[src/srb_defines.svh]
`ifndef SRB_DEFINES_SVH
`define SRB_DEFINES_SVH

// Word layout shared by every request bank
`define SRB_DATA_W        32
`define SRB_REQ_W         16
`define SRB_MASK_LSB      16
`define SRB_MASK_MSB      31
`define SRB_REQ_MSB       15
`define SRB_NUM_BANKS     7
`define SRB_ADDR_W        12
`define SRB_MIN_ADDR_W    9

// Byte offsets of the request banks
`define SRB_OFF_BANK2     12'h1c0
`define SRB_OFF_BANK3     12'h1c4
`define SRB_OFF_BANK4     12'h1c8
`define SRB_OFF_BANK5     12'h1cc
`define SRB_OFF_BANK6     12'h1d0
`define SRB_OFF_BANK7     12'h1d4
`define SRB_OFF_BANK8     12'h1d8

// Reset value of every request and mask bit
`define SRB_REQ_RESET     16'h0000
`define SRB_RDATA_RESET   32'h0000_0000
`define SRB_HI_ZERO       16'h0000

// Writable bits of each bank; zeros are reserved and read zero
`define SRB_WMASK_BANK2   16'hfdff
`define SRB_WMASK_BANK3   16'hdfff
`define SRB_WMASK_BANK4   16'h71ad
`define SRB_WMASK_BANK5   16'h07b9
`define SRB_WMASK_BANK6   16'hffff
`define SRB_WMASK_BANK7   16'h33ff
`define SRB_WMASK_BANK8   16'h7fff

// Positions of individually named request bits
`define SRB_POS_TWOWIRE5  15
`define SRB_POS_TWOWIRE0  10
`define SRB_POS_IOPORT8   8
`define SRB_POS_IOPORT0   0
`define SRB_POS_FLASH1    14
`define SRB_POS_FLASH0    13
`define SRB_POS_PWM2      5
`define SRB_POS_DMA2      0
`define SRB_POS_SPI2      5
`define SRB_POS_VIO1NIU   7

`endif

[src/srb_pkg.sv]
package srb_pkg;
    typedef logic [15:0] srb_req_t;
    typedef logic [31:0] srb_word_t;
    typedef logic [6:0]  srb_hit_t;
    typedef enum {
        SRB_BANK2,
        SRB_BANK3,
        SRB_BANK4,
        SRB_BANK5,
        SRB_BANK6,
        SRB_BANK7,
        SRB_BANK8
    } srb_bank_e;
endpackage : srb_pkg

[src/srb_slice_if.sv]
interface srb_slice_if;
    logic              wr_en;
    srb_pkg::srb_word_t wdata;
    srb_pkg::srb_req_t  q;
    modport ctrl (output wr_en, output wdata, input q);
    modport bank (input wr_en, input wdata, output q);
endinterface : srb_slice_if

[src/srb_req_slice.sv]
`include "srb_defines.svh"

module srb_req_slice #(
    parameter srb_pkg::srb_req_t WMASK = 16'hffff
) (
    input wire logic clk,
    input wire logic rst_n,
    srb_slice_if.bank bus
);

    ////////////////////////////////////////////////////////////////////////////
    // Masked update; reserved positions can never be set
    srb_pkg::srb_req_t q_q;
    srb_pkg::srb_req_t q_d;
    srb_pkg::srb_req_t wmask_bits;

    assign wmask_bits = bus.wdata[`SRB_MASK_MSB:`SRB_MASK_LSB] & WMASK;
    assign q_d        = (q_q & ~wmask_bits)
                      | (bus.wdata[`SRB_REQ_MSB:0] & wmask_bits);

    // Request bits; mask half is never stored, so it cannot read back
    always_ff @(posedge clk or negedge rst_n) begin
        if (!rst_n) begin
            q_q <= `SRB_REQ_RESET;
        end else if (bus.wr_en) begin
            q_q <= q_d;
        end
    end

    assign bus.q = q_q;

    ////////////////////////////////////////////////////////////////////////////
    // Checks on the masked update
    property p_masked_keep;
        @(posedge clk) disable iff (!rst_n)
        bus.wr_en |=> ((q_q & ~$past(bus.wdata[31:16]))
                      == ($past(q_q) & ~$past(bus.wdata[31:16])));
    endproperty
    a_masked_keep: assert property (p_masked_keep)
        else $error("unmasked request bit changed on write");

    property p_masked_load;
        @(posedge clk) disable iff (!rst_n)
        bus.wr_en |=> ((q_q & $past(bus.wdata[31:16]))
                      == ($past(bus.wdata[15:0]) & $past(bus.wdata[31:16]) & WMASK));
    endproperty
    a_masked_load: assert property (p_masked_load)
        else $error("masked request bit did not take written value");

    property p_reserved_zero;
        @(posedge clk) disable iff (!rst_n)
        (q_q & ~WMASK) == 16'h0000;
    endproperty
    a_reserved_zero: assert property (p_reserved_zero)
        else $error("reserved request bit is set");

    property p_idle_hold;
        @(posedge clk) disable iff (!rst_n)
        !bus.wr_en |=> $stable(q_q);
    endproperty
    a_idle_hold: assert property (p_idle_hold)
        else $error("request bits changed without a write");

endmodule : srb_req_slice

[src/srb_top.sv]
// Our own choice: the APB register port.
`include "srb_defines.svh"

module srb_top #(
    parameter int ADDR_W = `SRB_ADDR_W
) (
    input  wire logic              pclk,
    input  wire logic              presetn,
    input  wire logic              psel,
    input  wire logic              penable,
    input  wire logic              pwrite,
    input  wire logic [ADDR_W-1:0] paddr,
    input  wire logic [31:0]       pwdata,
    output logic      [31:0]       prdata,
    output logic                   pready,
    output logic                   pslverr,
    output logic      [15:0]       reset_req_bank2,
    output logic      [15:0]       reset_req_bank3,
    output logic      [15:0]       reset_req_bank4,
    output logic      [15:0]       reset_req_bank5,
    output logic      [15:0]       reset_req_bank6,
    output logic      [15:0]       reset_req_bank7,
    output logic      [15:0]       reset_req_bank8,
    output logic                   twowire_port5_reset_req,
    output logic                   twowire_port0_reset_req,
    output logic                   io_port8_reset_req,
    output logic                   io_port0_reset_req,
    output logic                   flash_ctrl1_reset_req,
    output logic                   flash_ctrl0_reset_req,
    output logic                   secondary_pulse_width_reset_req,
    output logic                   second_dma_reset_req,
    output logic                   serial_port2_reset_req,
    output logic                   video1_netunit_axi_reset_req
);

    ////////////////////////////////////////////////////////////////////////////
    // Elaboration checks
    // Top offset needs nine address bits; narrower buses cannot reach the map
    if (ADDR_W < `SRB_MIN_ADDR_W) begin : g_bad_addr_w
        $error("address width too narrow for the request bank map");
    end
    if (`SRB_NUM_BANKS != 7) begin : g_bad_banks
        $error("bank table and bank count disagree");
    end

    ////////////////////////////////////////////////////////////////////////////
    // Functions

    // Offset of each bank by index
    function automatic logic [11:0] srb_offset(input srb_pkg::srb_bank_e b);
        case (b)
            srb_pkg::SRB_BANK2: srb_offset = `SRB_OFF_BANK2;
            srb_pkg::SRB_BANK3: srb_offset = `SRB_OFF_BANK3;
            srb_pkg::SRB_BANK4: srb_offset = `SRB_OFF_BANK4;
            srb_pkg::SRB_BANK5: srb_offset = `SRB_OFF_BANK5;
            srb_pkg::SRB_BANK6: srb_offset = `SRB_OFF_BANK6;
            srb_pkg::SRB_BANK7: srb_offset = `SRB_OFF_BANK7;
            srb_pkg::SRB_BANK8: srb_offset = `SRB_OFF_BANK8;
            default:            srb_offset = `SRB_OFF_BANK2;
        endcase
    endfunction : srb_offset

    // Writable bits of each bank; holes are the reserved positions
    function automatic srb_pkg::srb_req_t srb_wmask(input srb_pkg::srb_bank_e b);
        case (b)
            srb_pkg::SRB_BANK2: srb_wmask = `SRB_WMASK_BANK2;
            srb_pkg::SRB_BANK3: srb_wmask = `SRB_WMASK_BANK3;
            srb_pkg::SRB_BANK4: srb_wmask = `SRB_WMASK_BANK4;
            srb_pkg::SRB_BANK5: srb_wmask = `SRB_WMASK_BANK5;
            srb_pkg::SRB_BANK6: srb_wmask = `SRB_WMASK_BANK6;
            srb_pkg::SRB_BANK7: srb_wmask = `SRB_WMASK_BANK7;
            srb_pkg::SRB_BANK8: srb_wmask = `SRB_WMASK_BANK8;
            default:            srb_wmask = `SRB_REQ_RESET;
        endcase
    endfunction : srb_wmask

    // One-hot bank hit; only whole aligned words decode
    function automatic srb_pkg::srb_hit_t srb_decode(input logic [ADDR_W-1:0] a);
        logic [31:0] wide;
        srb_decode = '0;
        wide       = 32'(a);
        for (int i = 0; i < `SRB_NUM_BANKS; i++) begin
            srb_decode[i] = (wide == {20'h0_0000, srb_offset(srb_pkg::srb_bank_e'(i))});
        end
    endfunction : srb_decode

    // Read selection across the banks
    function automatic srb_pkg::srb_req_t srb_select(input srb_pkg::srb_hit_t h,
                                                    input logic [6:0][15:0] q);
        srb_select = `SRB_REQ_RESET;
        for (int i = 0; i < `SRB_NUM_BANKS; i++) begin
            srb_select = srb_select | (q[i] & {16{h[i]}});
        end
    endfunction : srb_select

    ////////////////////////////////////////////////////////////////////////////
    // APB phase decode
    wire                    setup_ph;
    wire                    access_ph;
    wire                    wr_access;
    wire srb_pkg::srb_hit_t hit;
    wire                    mapped;
    wire [6:0][15:0]        bank_q;
    wire srb_pkg::srb_req_t rd_sel;

    // Zero wait states: every access phase completes at once
    assign setup_ph  = psel & ~penable;
    assign access_ph = psel & penable;
    assign wr_access = access_ph & pwrite & pready;
    assign hit       = srb_decode(paddr);
    assign mapped    = |hit;
    assign rd_sel    = srb_select(hit, bank_q);
    assign pready    = 1'b1;

    ////////////////////////////////////////////////////////////////////////////
    // Request banks
    // Each bank gets its own slice; a write reaches only the hit bank
    for (genvar i = 0; i < `SRB_NUM_BANKS; i++) begin : g_bank
        srb_slice_if s_if ();

        assign s_if.wr_en = wr_access & hit[i];
        assign s_if.wdata = pwdata;
        assign bank_q[i]  = s_if.q;

        srb_req_slice #(
            .WMASK (srb_wmask(srb_pkg::srb_bank_e'(i)))
        ) u_slice (
            .clk   (pclk),
            .rst_n (presetn),
            .bus   (s_if.bank)
        );
    end

    ////////////////////////////////////////////////////////////////////////////
    // Read data and error response
    // Captured in the setup cycle so prdata comes from a flop; no other
    // transfer can slip in before the access edge, so it is never stale
    logic [31:0] prdata_q;
    logic        err_q;

    always_ff @(posedge pclk or negedge presetn) begin
        if (!presetn) begin
            prdata_q <= `SRB_RDATA_RESET;
            err_q    <= 1'b0;
        end else if (setup_ph) begin
            prdata_q <= pwrite ? `SRB_RDATA_RESET : {`SRB_HI_ZERO, rd_sel};
            err_q    <= ~mapped;
        end
    end

    // Mask half reads zero; unmapped words answer with an error
    assign prdata  = prdata_q;
    assign pslverr = access_ph & err_q;

    ////////////////////////////////////////////////////////////////////////////
    // Reset request outputs, active high while the bit is one
    assign reset_req_bank2 = bank_q[srb_pkg::SRB_BANK2];
    assign reset_req_bank3 = bank_q[srb_pkg::SRB_BANK3];
    assign reset_req_bank4 = bank_q[srb_pkg::SRB_BANK4];
    assign reset_req_bank5 = bank_q[srb_pkg::SRB_BANK5];
    assign reset_req_bank6 = bank_q[srb_pkg::SRB_BANK6];
    assign reset_req_bank7 = bank_q[srb_pkg::SRB_BANK7];
    assign reset_req_bank8 = bank_q[srb_pkg::SRB_BANK8];

    // Named taps for units wired by name rather than by vector
    assign twowire_port5_reset_req         = reset_req_bank2[`SRB_POS_TWOWIRE5];
    assign twowire_port0_reset_req         = reset_req_bank2[`SRB_POS_TWOWIRE0];
    assign io_port8_reset_req              = reset_req_bank2[`SRB_POS_IOPORT8];
    assign io_port0_reset_req              = reset_req_bank2[`SRB_POS_IOPORT0];
    assign flash_ctrl1_reset_req           = reset_req_bank4[`SRB_POS_FLASH1];
    assign flash_ctrl0_reset_req           = reset_req_bank4[`SRB_POS_FLASH0];
    assign secondary_pulse_width_reset_req = reset_req_bank4[`SRB_POS_PWM2];
    assign second_dma_reset_req            = reset_req_bank4[`SRB_POS_DMA2];
    assign serial_port2_reset_req          = reset_req_bank5[`SRB_POS_SPI2];
    assign video1_netunit_axi_reset_req    = reset_req_bank6[`SRB_POS_VIO1NIU];

    ////////////////////////////////////////////////////////////////////////////
    // Checks at the bus side

    property p_reset_clear;
        @(posedge pclk) disable iff (!presetn)
        $rose(presetn) |-> (bank_q == '0);
    endproperty
    a_reset_clear: assert property (p_reset_clear)
        else $error("request bits not clear after reset");

    property p_out_follow;
        @(posedge pclk) disable iff (!presetn)
        (access_ph && pwrite && paddr == ADDR_W'(12'h1c0))
        |=> (reset_req_bank2 == ((($past(reset_req_bank2) & ~$past(pwdata[31:16]))
                                | ($past(pwdata[15:0]) & $past(pwdata[31:16])))
                                & 16'hfdff));
    endproperty
    a_out_follow: assert property (p_out_follow)
        else $error("bank two output does not follow masked write");

    property p_read_bank2;
        @(posedge pclk) disable iff (!presetn)
        (setup_ph && !pwrite && paddr == ADDR_W'(12'h1c0))
        ##1 (access_ph && !pwrite) |-> (prdata == {16'h0000, reset_req_bank2});
    endproperty
    a_read_bank2: assert property (p_read_bank2)
        else $error("read of bank two returned wrong data");

    property p_bit9_zero;
        @(posedge pclk) disable iff (!presetn)
        !reset_req_bank2[9];
    endproperty
    a_bit9_zero: assert property (p_bit9_zero)
        else $error("reserved bit nine of bank two set");

    property p_bank4_holes;
        @(posedge pclk) disable iff (!presetn)
        (reset_req_bank4 & 16'h8e52) == 16'h0000;
    endproperty
    a_bank4_holes: assert property (p_bank4_holes)
        else $error("reserved bit of bank four set");

    property p_bank8_nomask;
        @(posedge pclk) disable iff (!presetn)
        (access_ph && pwrite && paddr == ADDR_W'(12'h1d8) && pwdata[31:16] == 16'h0000)
        |=> $stable(reset_req_bank8);
    endproperty
    a_bank8_nomask: assert property (p_bank8_nomask)
        else $error("bank eight changed under an empty mask");

    // Misaligned words never decode, so they must answer with an error
    property p_err_misaligned;
        @(posedge pclk) disable iff (!presetn)
        (setup_ph && paddr[1:0] != 2'b00) ##1 access_ph |-> pslverr;
    endproperty
    a_err_misaligned: assert property (p_err_misaligned)
        else $error("misaligned access answered without an error");

    property p_bank3_ok;
        @(posedge pclk) disable iff (!presetn)
        (setup_ph && paddr == ADDR_W'(`SRB_OFF_BANK3)) ##1 access_ph |-> !pslverr;
    endproperty
    a_bank3_ok: assert property (p_bank3_ok)
        else $error("bank three access answered with an error");

    property p_mask_reads_zero;
        @(posedge pclk) disable iff (!presetn)
        (access_ph && !pwrite) |-> (prdata[31:16] == `SRB_HI_ZERO);
    endproperty
    a_mask_reads_zero: assert property (p_mask_reads_zero)
        else $error("write mask half did not read as zero");

    // A refused write must leave every bank alone
    property p_refused_keep;
        @(posedge pclk) disable iff (!presetn)
        (access_ph && pwrite && pslverr) |=> $stable(bank_q);
    endproperty
    a_refused_keep: assert property (p_refused_keep)
        else $error("refused write changed a request bank");

    // Request bits, named taps among them, follow a masked write one cycle later
    property p_follow_twowire0;
        @(posedge pclk) disable iff (!presetn)
        (access_ph && pwrite && paddr == ADDR_W'(`SRB_OFF_BANK2) && pwdata[26])
        |=> (twowire_port0_reset_req == $past(pwdata[10]));
    endproperty
    a_follow_twowire0: assert property (p_follow_twowire0)
        else $error("two-wire port zero request did not follow write");

    property p_follow_ioport8;
        @(posedge pclk) disable iff (!presetn)
        (access_ph && pwrite && paddr == ADDR_W'(`SRB_OFF_BANK2) && pwdata[24])
        |=> (io_port8_reset_req == $past(pwdata[8]));
    endproperty
    a_follow_ioport8: assert property (p_follow_ioport8)
        else $error("io port eight request did not follow write");

    property p_follow_matrix_axi;
        @(posedge pclk) disable iff (!presetn)
        (access_ph && pwrite && paddr == ADDR_W'(`SRB_OFF_BANK3) && pwdata[25])
        |=> (reset_req_bank3[9] == $past(pwdata[9]));
    endproperty
    a_follow_matrix_axi: assert property (p_follow_matrix_axi)
        else $error("bank three bit nine did not follow write");

    property p_follow_card_arb;
        @(posedge pclk) disable iff (!presetn)
        (access_ph && pwrite && paddr == ADDR_W'(`SRB_OFF_BANK3) && pwdata[17])
        |=> (reset_req_bank3[1] == $past(pwdata[1]));
    endproperty
    a_follow_card_arb: assert property (p_follow_card_arb)
        else $error("bank three bit one did not follow write");

    property p_follow_flash1;
        @(posedge pclk) disable iff (!presetn)
        (access_ph && pwrite && paddr == ADDR_W'(`SRB_OFF_BANK4) && pwdata[30])
        |=> (flash_ctrl1_reset_req == $past(pwdata[14]));
    endproperty
    a_follow_flash1: assert property (p_follow_flash1)
        else $error("flash controller one request did not follow write");

    property p_follow_dma2;
        @(posedge pclk) disable iff (!presetn)
        (access_ph && pwrite && paddr == ADDR_W'(`SRB_OFF_BANK4) && pwdata[16])
        |=> (second_dma_reset_req == $past(pwdata[0]));
    endproperty
    a_follow_dma2: assert property (p_follow_dma2)
        else $error("second dma request did not follow write");

    property p_follow_spi2;
        @(posedge pclk) disable iff (!presetn)
        (access_ph && pwrite && paddr == ADDR_W'(`SRB_OFF_BANK5) && pwdata[21])
        |=> (serial_port2_reset_req == $past(pwdata[5]));
    endproperty
    a_follow_spi2: assert property (p_follow_spi2)
        else $error("serial port two request did not follow write");

    property p_follow_bank6_top;
        @(posedge pclk) disable iff (!presetn)
        (access_ph && pwrite && paddr == ADDR_W'(`SRB_OFF_BANK6) && pwdata[31])
        |=> (reset_req_bank6[15] == $past(pwdata[15]));
    endproperty
    a_follow_bank6_top: assert property (p_follow_bank6_top)
        else $error("bank six bit fifteen did not follow write");

    property p_follow_vio1;
        @(posedge pclk) disable iff (!presetn)
        (access_ph && pwrite && paddr == ADDR_W'(`SRB_OFF_BANK6) && pwdata[23])
        |=> (video1_netunit_axi_reset_req == $past(pwdata[7]));
    endproperty
    a_follow_vio1: assert property (p_follow_vio1)
        else $error("video network unit request did not follow write");

    property p_follow_hdmi;
        @(posedge pclk) disable iff (!presetn)
        (access_ph && pwrite && paddr == ADDR_W'(`SRB_OFF_BANK7) && pwdata[25])
        |=> (reset_req_bank7[9] == $past(pwdata[9]));
    endproperty
    a_follow_hdmi: assert property (p_follow_hdmi)
        else $error("bank seven bit nine did not follow write");

endmodule : srb_top

[config.mk]
export PLATFORM = sky130hd
export DESIGN_NAME = srb_top
export DESIGN_NICKNAME = d
export VERILOG_FILES = /design/src/srb_pkg.sv /design/src/srb_slice_if.sv /design/src/srb_req_slice.sv /design/src/srb_top.sv
export VERILOG_INCLUDE_DIRS = /design/src
export SDC_FILE = /design/constraint.sdc
export NUM_CORES = 1
export LEC_CHECK = 0
export BUFFER_PORTS_ARGS = -buffer_cell sky130_fd_sc_hd__clkbuf_2
export CAP_MARGIN = 15
export CELL_PAD_IN_SITES_DETAIL_PLACEMENT = 1
export CELL_PAD_IN_SITES_GLOBAL_PLACEMENT = 2
export CORE_MARGIN = 2
export CORE_UTILIZATION = 31
export CTS_CLUSTER_DIAMETER = 150
export DETAILED_ROUTE_END_ITERATION = 6
export GPL_TIMING_DRIVEN = 0
export PLACE_DENSITY_LB_ADDON = 0.1
export SYNTH_ARGS = -nofsm -noshare
export SYNTH_HDL_FRONTEND = slang
export SYNTH_SLANG_ARGS = --single-unit
[constraint.sdc]
create_clock -name pclk -period 1.83 [get_ports pclk]
set_clock_uncertainty 0.1 [all_clocks]
set_input_delay 0.0915 -clock pclk [delete_from_list [all_inputs] [get_ports pclk]]
set_output_delay 0.0915 -clock pclk [all_outputs]
set_load 0.01 [all_outputs]
==> impl_metrics.tcl, run 1 <==
set metrics [dict create \
    synth_sequential_area_ratio 0.4652 \
    largest_net_degree_at_the_start_of_global_routing 108 \
    most_used_flip_flop_cell_after_synthesis "sky130_fd_sc_hd__dfrtp_1" \
    clockRootBuffer "sky130_fd_sc_hd__clkbuf_16" \
    arrival_time_at_the_worst_endpoint_ns 1.93 \
    depth_of_the_cts_h_tree 3 \
    cts_buffers 9 \
    setup_viol 0 \
    hold-path-cell-count 3 \
    finish.instance_area_sq_um 7741 \
    regToRegEndpoint "prdata[0]$_DFFE_PN0P_" \
    postRouteWirelength_mm 21.55 \
    detail_route.first_pass.iterations 6 \
    clock-sinks 107 \
    critical_path.max_fanout 10 \
    clock_slew_at_the_register_clock_pins_of_the_worst_setup_and_hold_paths_ns 0.07 \
    route.detailed.vias_per_inst 5.028 \
    maxSlewHeadroom 0.3787 \
    antenna_diode_instance_count 0 \
    cp_data_required_time_ns 1.97 \
    mappedNetlistArea_sq_um 5756 \
    routed-via-count 5018 \
    worstMarginPinSlew_ns 0.9319 \
    core.rowCount 49 \
    drt.antenna.violating_nets 0 \
    netlist-cell-type-count 40 \
    synth_top_cell_area_share 0.4652 \
    static-leakage-power_uw 0.004029 \
    timing.final.crit_share 0.9747 \
    place.detailed.hpwl_mm 15.31 \
    timing_hold_violations_final 0 \
    status "finished clean" \
    synthCells 519 \
    finalWeightedCongestion 0.7965 \
    maxCapViolations 0 \
    grt_pass1_vias 5310 \
    flow.area_growth_from_synthesis_pct 34.50 \
    criticalPathCategory "in2reg" \
    io_buffers 165 \
    dr.first_iter.drc_count 250 \
    fp.dieArea_sq_um 19670 \
    min-delay-path-class "in2reg" \
    commonest_non_fill_non_tap_cell_in_the_layout "sky130_fd_sc_hd__clkbuf_2" \
    hp-start "pwdata[26]" \
    pin_count 205 \
    r2r_setup_slack_ns 0.30 \
    cts_max_path_buffers 2 \
    timing.critical_path.from_type "input port" \
    synth_warnings 0 \
    finish.net_count 813 \
    setup.worst_path.end_class "register" \
    post_synth.cell_area_avg_sq_um 11.09 \
    layout-drive-gt1-share 0.4187 \
    post_dr_wirelength_cell_um 21.59 \
    worst_ir_drop_vdd_mv 0.5083 \
    timing.final.crit_period_ns 1.784 \
    hold_slack_ns 0.008968 \
    global_route_wire_length_before_repair_mm 32.57 \
    drcViolationCount 0 \
    fraction_of_registers_with_async_set_reset 1.000 \
    postPlaceCellArea_sq_um 7032 \
    final_max_slew_viol_count 0 \
    synth_area_leader_cell "sky130_fd_sc_hd__dfrtp_1" \
    synth.area.top_cells "sky130_fd_sc_hd__dfrtp_1 47%, sky130_fd_sc_hd__mux2_1 11%, sky130_fd_sc_hd__mux2_2 9.2%" \
    number_of_fill_cells_in_the_layout 2077 \
    chipWidth_um 140.3 \
    worst_setup_startpoint "paddr[9]" \
    grt_antenna_before_repair 0 \
    achievable-frequency_mhz 560.7 \
    number_of_enable_type_register_cells_in_the_synthesized_netlist 0 \
    finalPower_uw 4937 \
    vertical_extent_of_the_die_um 140.3 \
    power_per_cell_area_nw_per_um2 637.7 \
    grt_overflow 0 \
    clock_insertion_delay_worst_skew_ns 0.35 \
    floorplan.core_area_sq_um 18090 \
    reg2reg_depth 3 \
    grt.total_usage 0.2220 \
    rsz_0062_raised_after_global_routing "true" \
    floorplan.initialDensity 0.3182 \
    ys_ff_latch 107 \
    cts_tree "yes" \
    layout.cells.most_common_list "175 x sky130_fd_sc_hd__clkbuf_2, 107 x sky130_fd_sc_hd__dfrtp_1, 60 x sky130_fd_sc_hd__buf_4" \
]
[Yosys cell counts, drive strengths merged (2+ instances only)]
library cell,number
buf,60
nor4,4
a32oi,2
mux2i,17
nand4,29
clkbuf,20
nand2b,4
nand2,53
nand3,33
conb,2
nand4b,4
o22ai,5
nor3,2
nor2,8
nor2b,15
a221oi,6
o21ai,19
mux2,101
mux4,3
dfrtp,107
a22oi,7
inv,3
a21oi,2
o31ai,2
[final cells by class]
type	count	area [sq um]	share of cell area
Buffer	79	550.5	0.07112
Clock buffer	11	252.7	0.03265
Tap cell	229	286.5	0.03701
Multi-Input combinational cell	366	2740	0.3540
Inverter	3	11.26	0.001455
Timing Repair Buffer	198	1161	0.1500
Clock inverter	5	61.31	0.007920
Sequential cell	107	2678	0.3459
[through the flow]
step           std cells    util  setup slack (ns)   TNS (ns)
2_1_floorplan        556       -          -0.08438     -2.977
3_3_place_gp         950  0.3883            -1.186    -176.34
3_5_place_dp         950  0.3888            -1.214     -67.06
4_1_cts              998  0.4261           0.01066          0
5_1_grt              998  0.4280         -0.004856  -0.007845
6_report             998  0.4280           0.04637          0
[cells by family after synthesis]
| logic type | synth area share |
|---|---|
| buffers and inverters | 0.08826 |
| and+or+nand+nor | 0.1498 |
| AOI/OAI and AO/OA | 0.05652 |
| other | 0.001305 |
| DFF | 0.4652 |
| muxes | 0.2389 |
[worst max-delay path: stages]
cell                       delay (ns)
sky130_fd_sc_hd__clkbuf_2        0.08
sky130_fd_sc_hd__or4b_4          0.52
sky130_fd_sc_hd__buf_6           0.16
sky130_fd_sc_hd__nor4_4          0.34
sky130_fd_sc_hd__buf_4           0.32
sky130_fd_sc_hd__nand2_1         0.10
sky130_fd_sc_hd__mux2_1          0.31
[what timing repair did]
action	in CTS	in global routing
pin swaps	5	1
buffers inserted	8	0
gates resized for setup	25	12
hold endpoints to repair	197	0
hold buffers	25	0
endpoints found under the setup margin	101	43
cloned	0	0
[how the worst max path moves through the flow]
stage,to,cells past startpoint,slack [ns]
floorplan,register,6,-0.08
global placement,register,7,-1.19
detailed placement,register,7,-1.21
CTS,register,7,0.01
global route,register,8,-0.005
finish,register,7,0.05
[metal layers]
layer / track usage / share of wire / routed length, um
met1: 0.2896 / 0.43 / 9351
met2: 0.3800 / 0.49 / 10530
met3: 0.03761 / 0.062 / 1341
met4: 0.06486 / 0.015 / 331
met5: 0 / 0 / 0
[report_power, final]
part	internal [uW]	leakage, uW	total, uW	switching [uW]
clock	1140	0.000144	2070	928
sequential	2370	0.00149	2370	2.57
combinational	184	0.00239	501	317
total	3690	0.00403	4940	1250
Power figures use the tool's default switching activity.
==> inputs of run 2 (changes only) <==
- CORE_UTILIZATION: 31 -> 32
- SYNTH_HIERARCHICAL: not set -> 1
==> run 2 against run 1 <==
Net effect:
- the run now ends with negative setup slack left
- final cell count rose by 1.2%
- clock power fell by 9%
- core utilization rose by 1.8 points
- flip-flop and latch count did not move
- critical path type unchanged
- via count fell by 0.72%
==> impl_metrics.tcl, run 2 <==
set metrics [dict create \
    status "complete, but fails checks" \
    violations "negative setup slack" \
    pin_count 205 \
    arrival_time_at_the_worst_endpoint_ns 2.24 \
    critPathMaxStageDelay_ns 0.53 \
    timing.critical_path.from_type "input port" \
    final_max_slew_viol_count 0 \
    fraction_of_registers_with_async_set_reset 1.000 \
    cts_max_path_buffers 2 \
    cp_data_required_time_ns 1.97 \
    drcViolationCount 0 \
    place.detailed.hpwl_mm 15.23 \
    core.rowCount 50 \
    number_of_enable_type_register_cells_in_the_synthesized_netlist 0 \
    crit_top_cell "sky130_fd_sc_hd__buf_6" \
    commonest_non_fill_non_tap_cell_in_the_layout "sky130_fd_sc_hd__clkbuf_2" \
    maxCapViolations 0 \
    synth_sequential_area_ratio 0.4416 \
    timing.critical_path.max_delay_family "simple AND/OR/NAND/NOR gates" \
    power.sequential.fraction 0.493 \
    finalWeightedCongestion 0.8075 \
    share_of_total_power_in_combinational_logic 0.116 \
    dr.first_iter.drc_count 192 \
    maxSlewHeadroom 0.3941 \
    clock_power_share 0.391 \
    synth_most_common_cell "sky130_fd_sc_hd__dfrtp_1" \
    min-delay-path-class "in2reg" \
    synth_warnings 6 \
    register_cell_area_after_layout_sq_um 2678 \
    r2r_setup_slack_ns 0.33 \
    cts_buffers 9 \
    largest_net_degree_at_the_start_of_global_routing 108 \
    crit_slowest_cell "sky130_fd_sc_hd__or4_4" \
    clock_insertion_delay_worst_skew_ns 0.35 \
    cts_tree "yes" \
    worst_ir_drop_vdd_mv 0.4189 \
    detail_route.first_pass.iterations 4 \
    achievable-frequency_mhz 476.0 \
    setup.worst_path.end_class "register" \
    most_used_flip_flop_cell_after_synthesis "sky130_fd_sc_hd__dfrtp_1" \
    hold-path-cell-count 3 \
    net-switching-power_uw 1227 \
    layout.cells.most_common_list "166 x sky130_fd_sc_hd__clkbuf_2, 107 x sky130_fd_sc_hd__dfrtp_1, 68 x sky130_fd_sc_hd__mux2_4" \
    number_of_fill_cells_in_the_layout 2115 \
    grt_antenna_before_repair 0 \
    multi_input_area_sq_um 3272 \
    timing_hold_violations_final 0 \
    dp_worst_setup_slack_ns -1.562 \
    post_dr_wirelength_cell_um 21.76 \
    route.detailed.vias_per_inst 4.933 \
    synth.area.top_cells "sky130_fd_sc_hd__dfrtp_1 44%, sky130_fd_sc_hd__mux2_4 17%, sky130_fd_sc_hd__nand2_1 6.4%" \
    drt.antenna.violating_nets 0 \
    criticalPathCategory "in2reg" \
    grt_overflow 0 \
    worstPathCellList "clkbuf_2, or4_4, or3_4, buf_6, nor3b_4, buf_6, buf_12, nand2_4, mux2_4" \
    synth_top_cell_area_share 0.4416 \
    cp_num_buf_inv 4 \
    power_per_cell_area_nw_per_um2 581.2 \
    vertical_extent_of_the_die_um 141.7 \
    finalPower_uw 4828 \
    clockRootBuffer "sky130_fd_sc_hd__clkbuf_16" \
    mappedNetlistArea_sq_um 6063 \
    cellInternalPower_uw 3601 \
    floorplan.initialDensity 0.3252 \
    regToRegEndpoint "prdata[3]$_DFFE_PN0P_" \
    antenna_diode_instance_count 0 \
    switching_share 0.2541 \
    static-leakage-power_uw 0.004541 \
    critical_path.max_fanout 7 \
    depth_of_the_cts_h_tree 3 \
    number_of_cells_on_the_critical_path 9 \
    netlist-cell-type-count 43 \
    postRouteWirelength_mm 21.98 \
    fp.dieArea_sq_um 20060 \
    routed-via-count 4982 \
    io_buffers 164 \
    clock-sinks 107 \
    leading_post_synthesis_cells_by_instance_count "107 x sky130_fd_sc_hd__dfrtp_1, 104 x sky130_fd_sc_hd__nand2_1, 67 x sky130_fd_sc_hd__mux2_4, 49 x sky130_fd_sc_hd__buf_4, 35 x sky130_fd_sc_hd__mux2i_1" \
    global_route_wire_length_before_repair_mm 32.40 \
    flow.area_growth_from_synthesis_pct 37.02 \
    finish.net_count 825 \
    post_synth.cell_area_avg_sq_um 11.29 \
    hp-start "pwdata[27]" \
    synth_area_leader_cell "sky130_fd_sc_hd__dfrtp_1" \
    worstMarginPinSlew_ns 0.9088 \
    grt.total_usage 0.2185 \
    timing.final.crit_share 1.148 \
    grt_pass1_vias 5235 \
    floorplan.core_area_sq_um 18640 \
    synthCells 537 \
    clock_slew_at_the_register_clock_pins_of_the_worst_setup_and_hold_paths_ns 0.07 \
    timing.final.crit_period_ns 2.101 \
    chipWidth_um 141.7 \
    final_critical_path_setup_slack_ns -0.2708 \
    setup_viol 90 \
    ys_ff_latch 107 \
    reg2reg_depth 3 \
    rsz_0062_raised_after_global_routing "true" \
    layout-drive-gt1-share 0.5271 \
]
[run 2: cell count changes in the layout (fill, tap and decap cells not counted), sizes merged, moves of 5 or more]
cell / before / now
a22oi: 7 / 2
nand4: 29 / 0
o21ai: 19 / 14
dlygate4sd3: 25 / 18
nand3: 33 / 1
clkbuf: 196 / 186
nor2b: 15 / 3
nand2: 53 / 104
mux2: 101 / 90
a21oi: 2 / 14
mux2i: 17 / 35
buf: 67 / 81
nand3b: 0 / 11
[run 2: layout make-up]
class,count,area share
buffer,77,0.07003
clock buffer,10,0.02756
clock inverter,1,0.003614
inverter,4,0.001807
multi-input combinational,379,0.3938
sequential,107,0.3223
tap,234,0.03524
timing repair buffer,198,0.1456
[run 2: worst max path at each step]
stage	from	to	slack, ns
floorplan	paddr[11]	register	-0.38
CTS	paddr[11]	register	-0.18
detailed placement	paddr[2]	register	-1.56
global route	paddr[11]	register	-0.32
global placement	paddr[4]	register	-1.71
finish	paddr[11]	register	-0.27
[run 2: what timing repair did]
action	in CTS	in global routing
hold buffers	18	0
setup endpoints to repair	98	89
cloned	3	0
resized for setup	72	33
hold endpoints to repair	197	0
buffers inserted	9	4
pin swaps	4	4
[run 2: worst register-to-register path: cells and delay by family, from the launching register on]
kind	cells	cell delay, ns
AO/OA/AOI/OAI	2	0.38
flip-flops	1	0.40
multiplexers	1	0.49
[run 2: layer usage]
metal,global-route usage,share of wire,up-vias
met5,0,0,-
met4,0.05263,0.0091,0
met3,0.02835,0.047,17
met2,0.3717,0.50,157
met1,0.2966,0.45,2548
li1,-,-,2260
[run 2: through the flow]
step	instance area [sq um]	setup TNS [ns]	hold WS (ns)	instances	util
2_1_floorplan	6256	-26.00	-0.3041	568	-
3_3_place_gp	7370	-201.93	0.2636	966	0.3953
3_5_place_dp	7393	-88.68	0.1903	967	0.3966
4_1_cts	8164	-8.392	0.002897	1007	0.4379
5_1_grt	8308	-21.80	0.02218	1010	0.4456
6_report	8308	-17.14	0.009038	1010	0.4456
[run 2: kinds of logic (layout without fill, tap and decap cells)]
family	count (synthesis)	after routing	share of synthesized area
compound gates	65	65	0.07305
other cells	8	39	0.004953
mux	129	129	0.2813
flops	107	107	0.4416
simple gates	146	146	0.1073
buf+inv	82	290	0.09183
[run 2: power by group through the flow]
stage	logic [uW]	registers (uW)	clock network (uW)
CTS	544	2380	1930
floorplan	253	2430	0
global placement	486	2420	0
finish	561	2380	1890
detailed placement	497	2420	0
global route	611	2380	2010
==> inputs of run 3 (changes only) <==
- HOLD_SLACK_MARGIN: not set -> 0.06
==> run 3 against run 2 <==
Net effect:
- the run still ends with negative setup slack left
- critical path depth did not move
- sequential power barely moved
- core utilization grew 0.59 points
- hold slack better by 0.073 ns
==> impl_metrics.tcl, run 3 (synthesis results as in run 2) <==
set metrics [dict create \
    status "complete, but fails checks" \
    violations "negative setup slack" \
    vertical_extent_of_the_die_um 141.7 \
    setup.worst_path.end_class "register" \
    min-delay-path-class "in2reg" \
    cts_max_path_buffers 2 \
    arrival_time_at_the_worst_endpoint_ns 2.23 \
    grt_overflow 0 \
    power_per_cell_area_nw_per_um2 574.9 \
    routed-via-count 5026 \
    finish.net_count 836 \
    timing_hold_violations_final 0 \
    depth_of_the_cts_h_tree 3 \
    dp_worst_setup_slack_ns -1.562 \
    drcViolationCount 0 \
    crit_slowest_cell "sky130_fd_sc_hd__or4_4" \
    floorplan.core_area_sq_um 18640 \
    critPathMaxStageDelay_ns 0.53 \
    crit_top_cell "sky130_fd_sc_hd__buf_6" \
    fp.dieArea_sq_um 20060 \
    floorplan.initialDensity 0.3252 \
    cts_buffers 9 \
    grt_pass1_vias 5310 \
    dr.first_iter.drc_count 201 \
    timing.final.crit_share 1.146 \
    cp_data_required_time_ns 1.97 \
    achievable-frequency_mhz 476.7 \
    drt.antenna.violating_nets 0 \
    clock_insertion_delay_worst_skew_ns 0.35 \
    maxSlewHeadroom 0.3939 \
    maxCapViolations 0 \
    core.rowCount 50 \
    layout-drive-gt1-share 0.5197 \
    clockRootBuffer "sky130_fd_sc_hd__clkbuf_16" \
    place.detailed.hpwl_mm 15.23 \
    worst_ir_drop_vdd_mv 0.4151 \
    rsz_0062_raised_after_global_routing "true" \
    largest_net_degree_at_the_start_of_global_routing 108 \
    final_critical_path_setup_slack_ns -0.2677 \
    final_max_slew_viol_count 0 \
    criticalPathCategory "in2reg" \
    io_buffers 164 \
    critical_path.max_fanout 7 \
    worstPathCellList "clkbuf_2, or4_4, or3_4, buf_6, nor3b_4, buf_6, buf_12, nand2_4, mux2_4" \
    global_route_wire_length_before_repair_mm 32.64 \
    route.detailed.vias_per_inst 4.923 \
    postRouteWirelength_mm 22.10 \
    static-leakage-power_uw 0.004587 \
    cp_num_buf_inv 4 \
    clock_slew_at_the_register_clock_pins_of_the_worst_setup_and_hold_paths_ns 0.07 \
    clock-sinks 107 \
    post_dr_wirelength_cell_um 21.64 \
    antenna_diode_instance_count 0 \
    setup_viol 90 \
    timing.critical_path.from_type "input port" \
    finalPower_uw 4840 \
    flow.area_growth_from_synthesis_pct 38.84 \
    cts_tree "yes" \
    chipWidth_um 141.7 \
    grt.total_usage 0.2202 \
    grt_antenna_before_repair 0 \
    commonest_non_fill_non_tap_cell_in_the_layout "sky130_fd_sc_hd__clkbuf_2" \
    number_of_fill_cells_in_the_layout 2107 \
    finalWeightedCongestion 0.8075 \
    layout.cells.most_common_list "166 x sky130_fd_sc_hd__clkbuf_2, 107 x sky130_fd_sc_hd__dfrtp_1, 68 x sky130_fd_sc_hd__mux2_4" \
    detail_route.first_pass.iterations 5 \
    pin_count 205 \
    worstMarginPinSlew_ns 0.9092 \
    timing.critical_path.max_delay_family "simple AND/OR/NAND/NOR gates" \
    timing.final.crit_period_ns 2.098 \
]
## run 3: changes by cell type in the layout (fill, tap and decap cells not counted)
cell	change
sky130_fd_sc_hd__dlygate4sd3_1	+11
## run 3: metal layers
metal | up-vias | track usage | share of wire
met5 | - | 0 | 0
met4 | 0 | 0.05263 | 0.0080
met3 | 12 | 0.02835 | 0.042
met2 | 138 | 0.3779 | 0.50
met1 | 2596 | 0.2966 | 0.45
li1 | 2280 | - | -
## run 3: what timing repair did
action	4_1_cts	5_1_grt
endpoints found under the hold margin	197	0
hold buffers	29	0
pin swaps	4	4
resized for setup	72	33
cloned	3	0
endpoints found under the setup margin	98	89
setup buffers	9	4
## run 3: layout make-up
cell class / count / area, sq um / share of cell area
clock buffer: 10 / 229.0 / 0.02720
timing repair buffer: 209 / 1320 / 0.1568
tap: 234 / 292.8 / 0.03478
multi-input combinational: 379 / 3272 / 0.3887
buffer: 77 / 581.8 / 0.06911
sequential: 107 / 2678 / 0.3181
inverter: 4 / 15.01 / 0.001784
clock inverter: 1 / 30.03 / 0.003567
## run 3: power by group
group          switching, uW  internal (uW)
Combinational            362            218
Clock                    854           1030
Sequential              6.98           2370
Total                   1220           3620
## run 3: tightest hold or removal path, cell delays in order
cell                       delay (ns)
sky130_fd_sc_hd__clkbuf_2        0.13
sky130_fd_sc_hd__nor2b_1         0.11
sky130_fd_sc_hd__a22oi_2         0.15
## run 3: per-stage QoR
step	area, sq um	hold slack [ns]	TNS, ns	util	std cells
floorplan	6256	-0.3041	-26.00	-	568
global placement	7370	0.2636	-201.93	0.3953	966
detailed placement	7393	0.1903	-88.68	0.3966	967
CTS	8274	0.06400	-8.392	0.4438	1018
global route	8418	0.09658	-21.80	0.4515	1021
finish	8418	0.08166	-17.17	0.4515	1021
## run 3: path summary, 6_finish.rpt
kind / startpoint / endpoint / slack (ns) / depth (start not counted)
hold reg to reg: prdata[13]$_DFFE_PN0P_ / prdata[13]$_DFFE_PN0P_ / 0.39 / 2
setup reg to reg: register / prdata[10]$_DFFE_PN0P_ / 0.34 / 4
setup / recovery: paddr[11] / register / -0.27 / 9
hold / removal: penable / prdata[3]$_DFFE_PN0P_ / 0.08 / 3
max in group asynchronous: presetn / prdata[8]$_DFFE_PN0P_ / 0.66 / 2
min in group asynchronous: presetn / async pin / 0.33 / 2
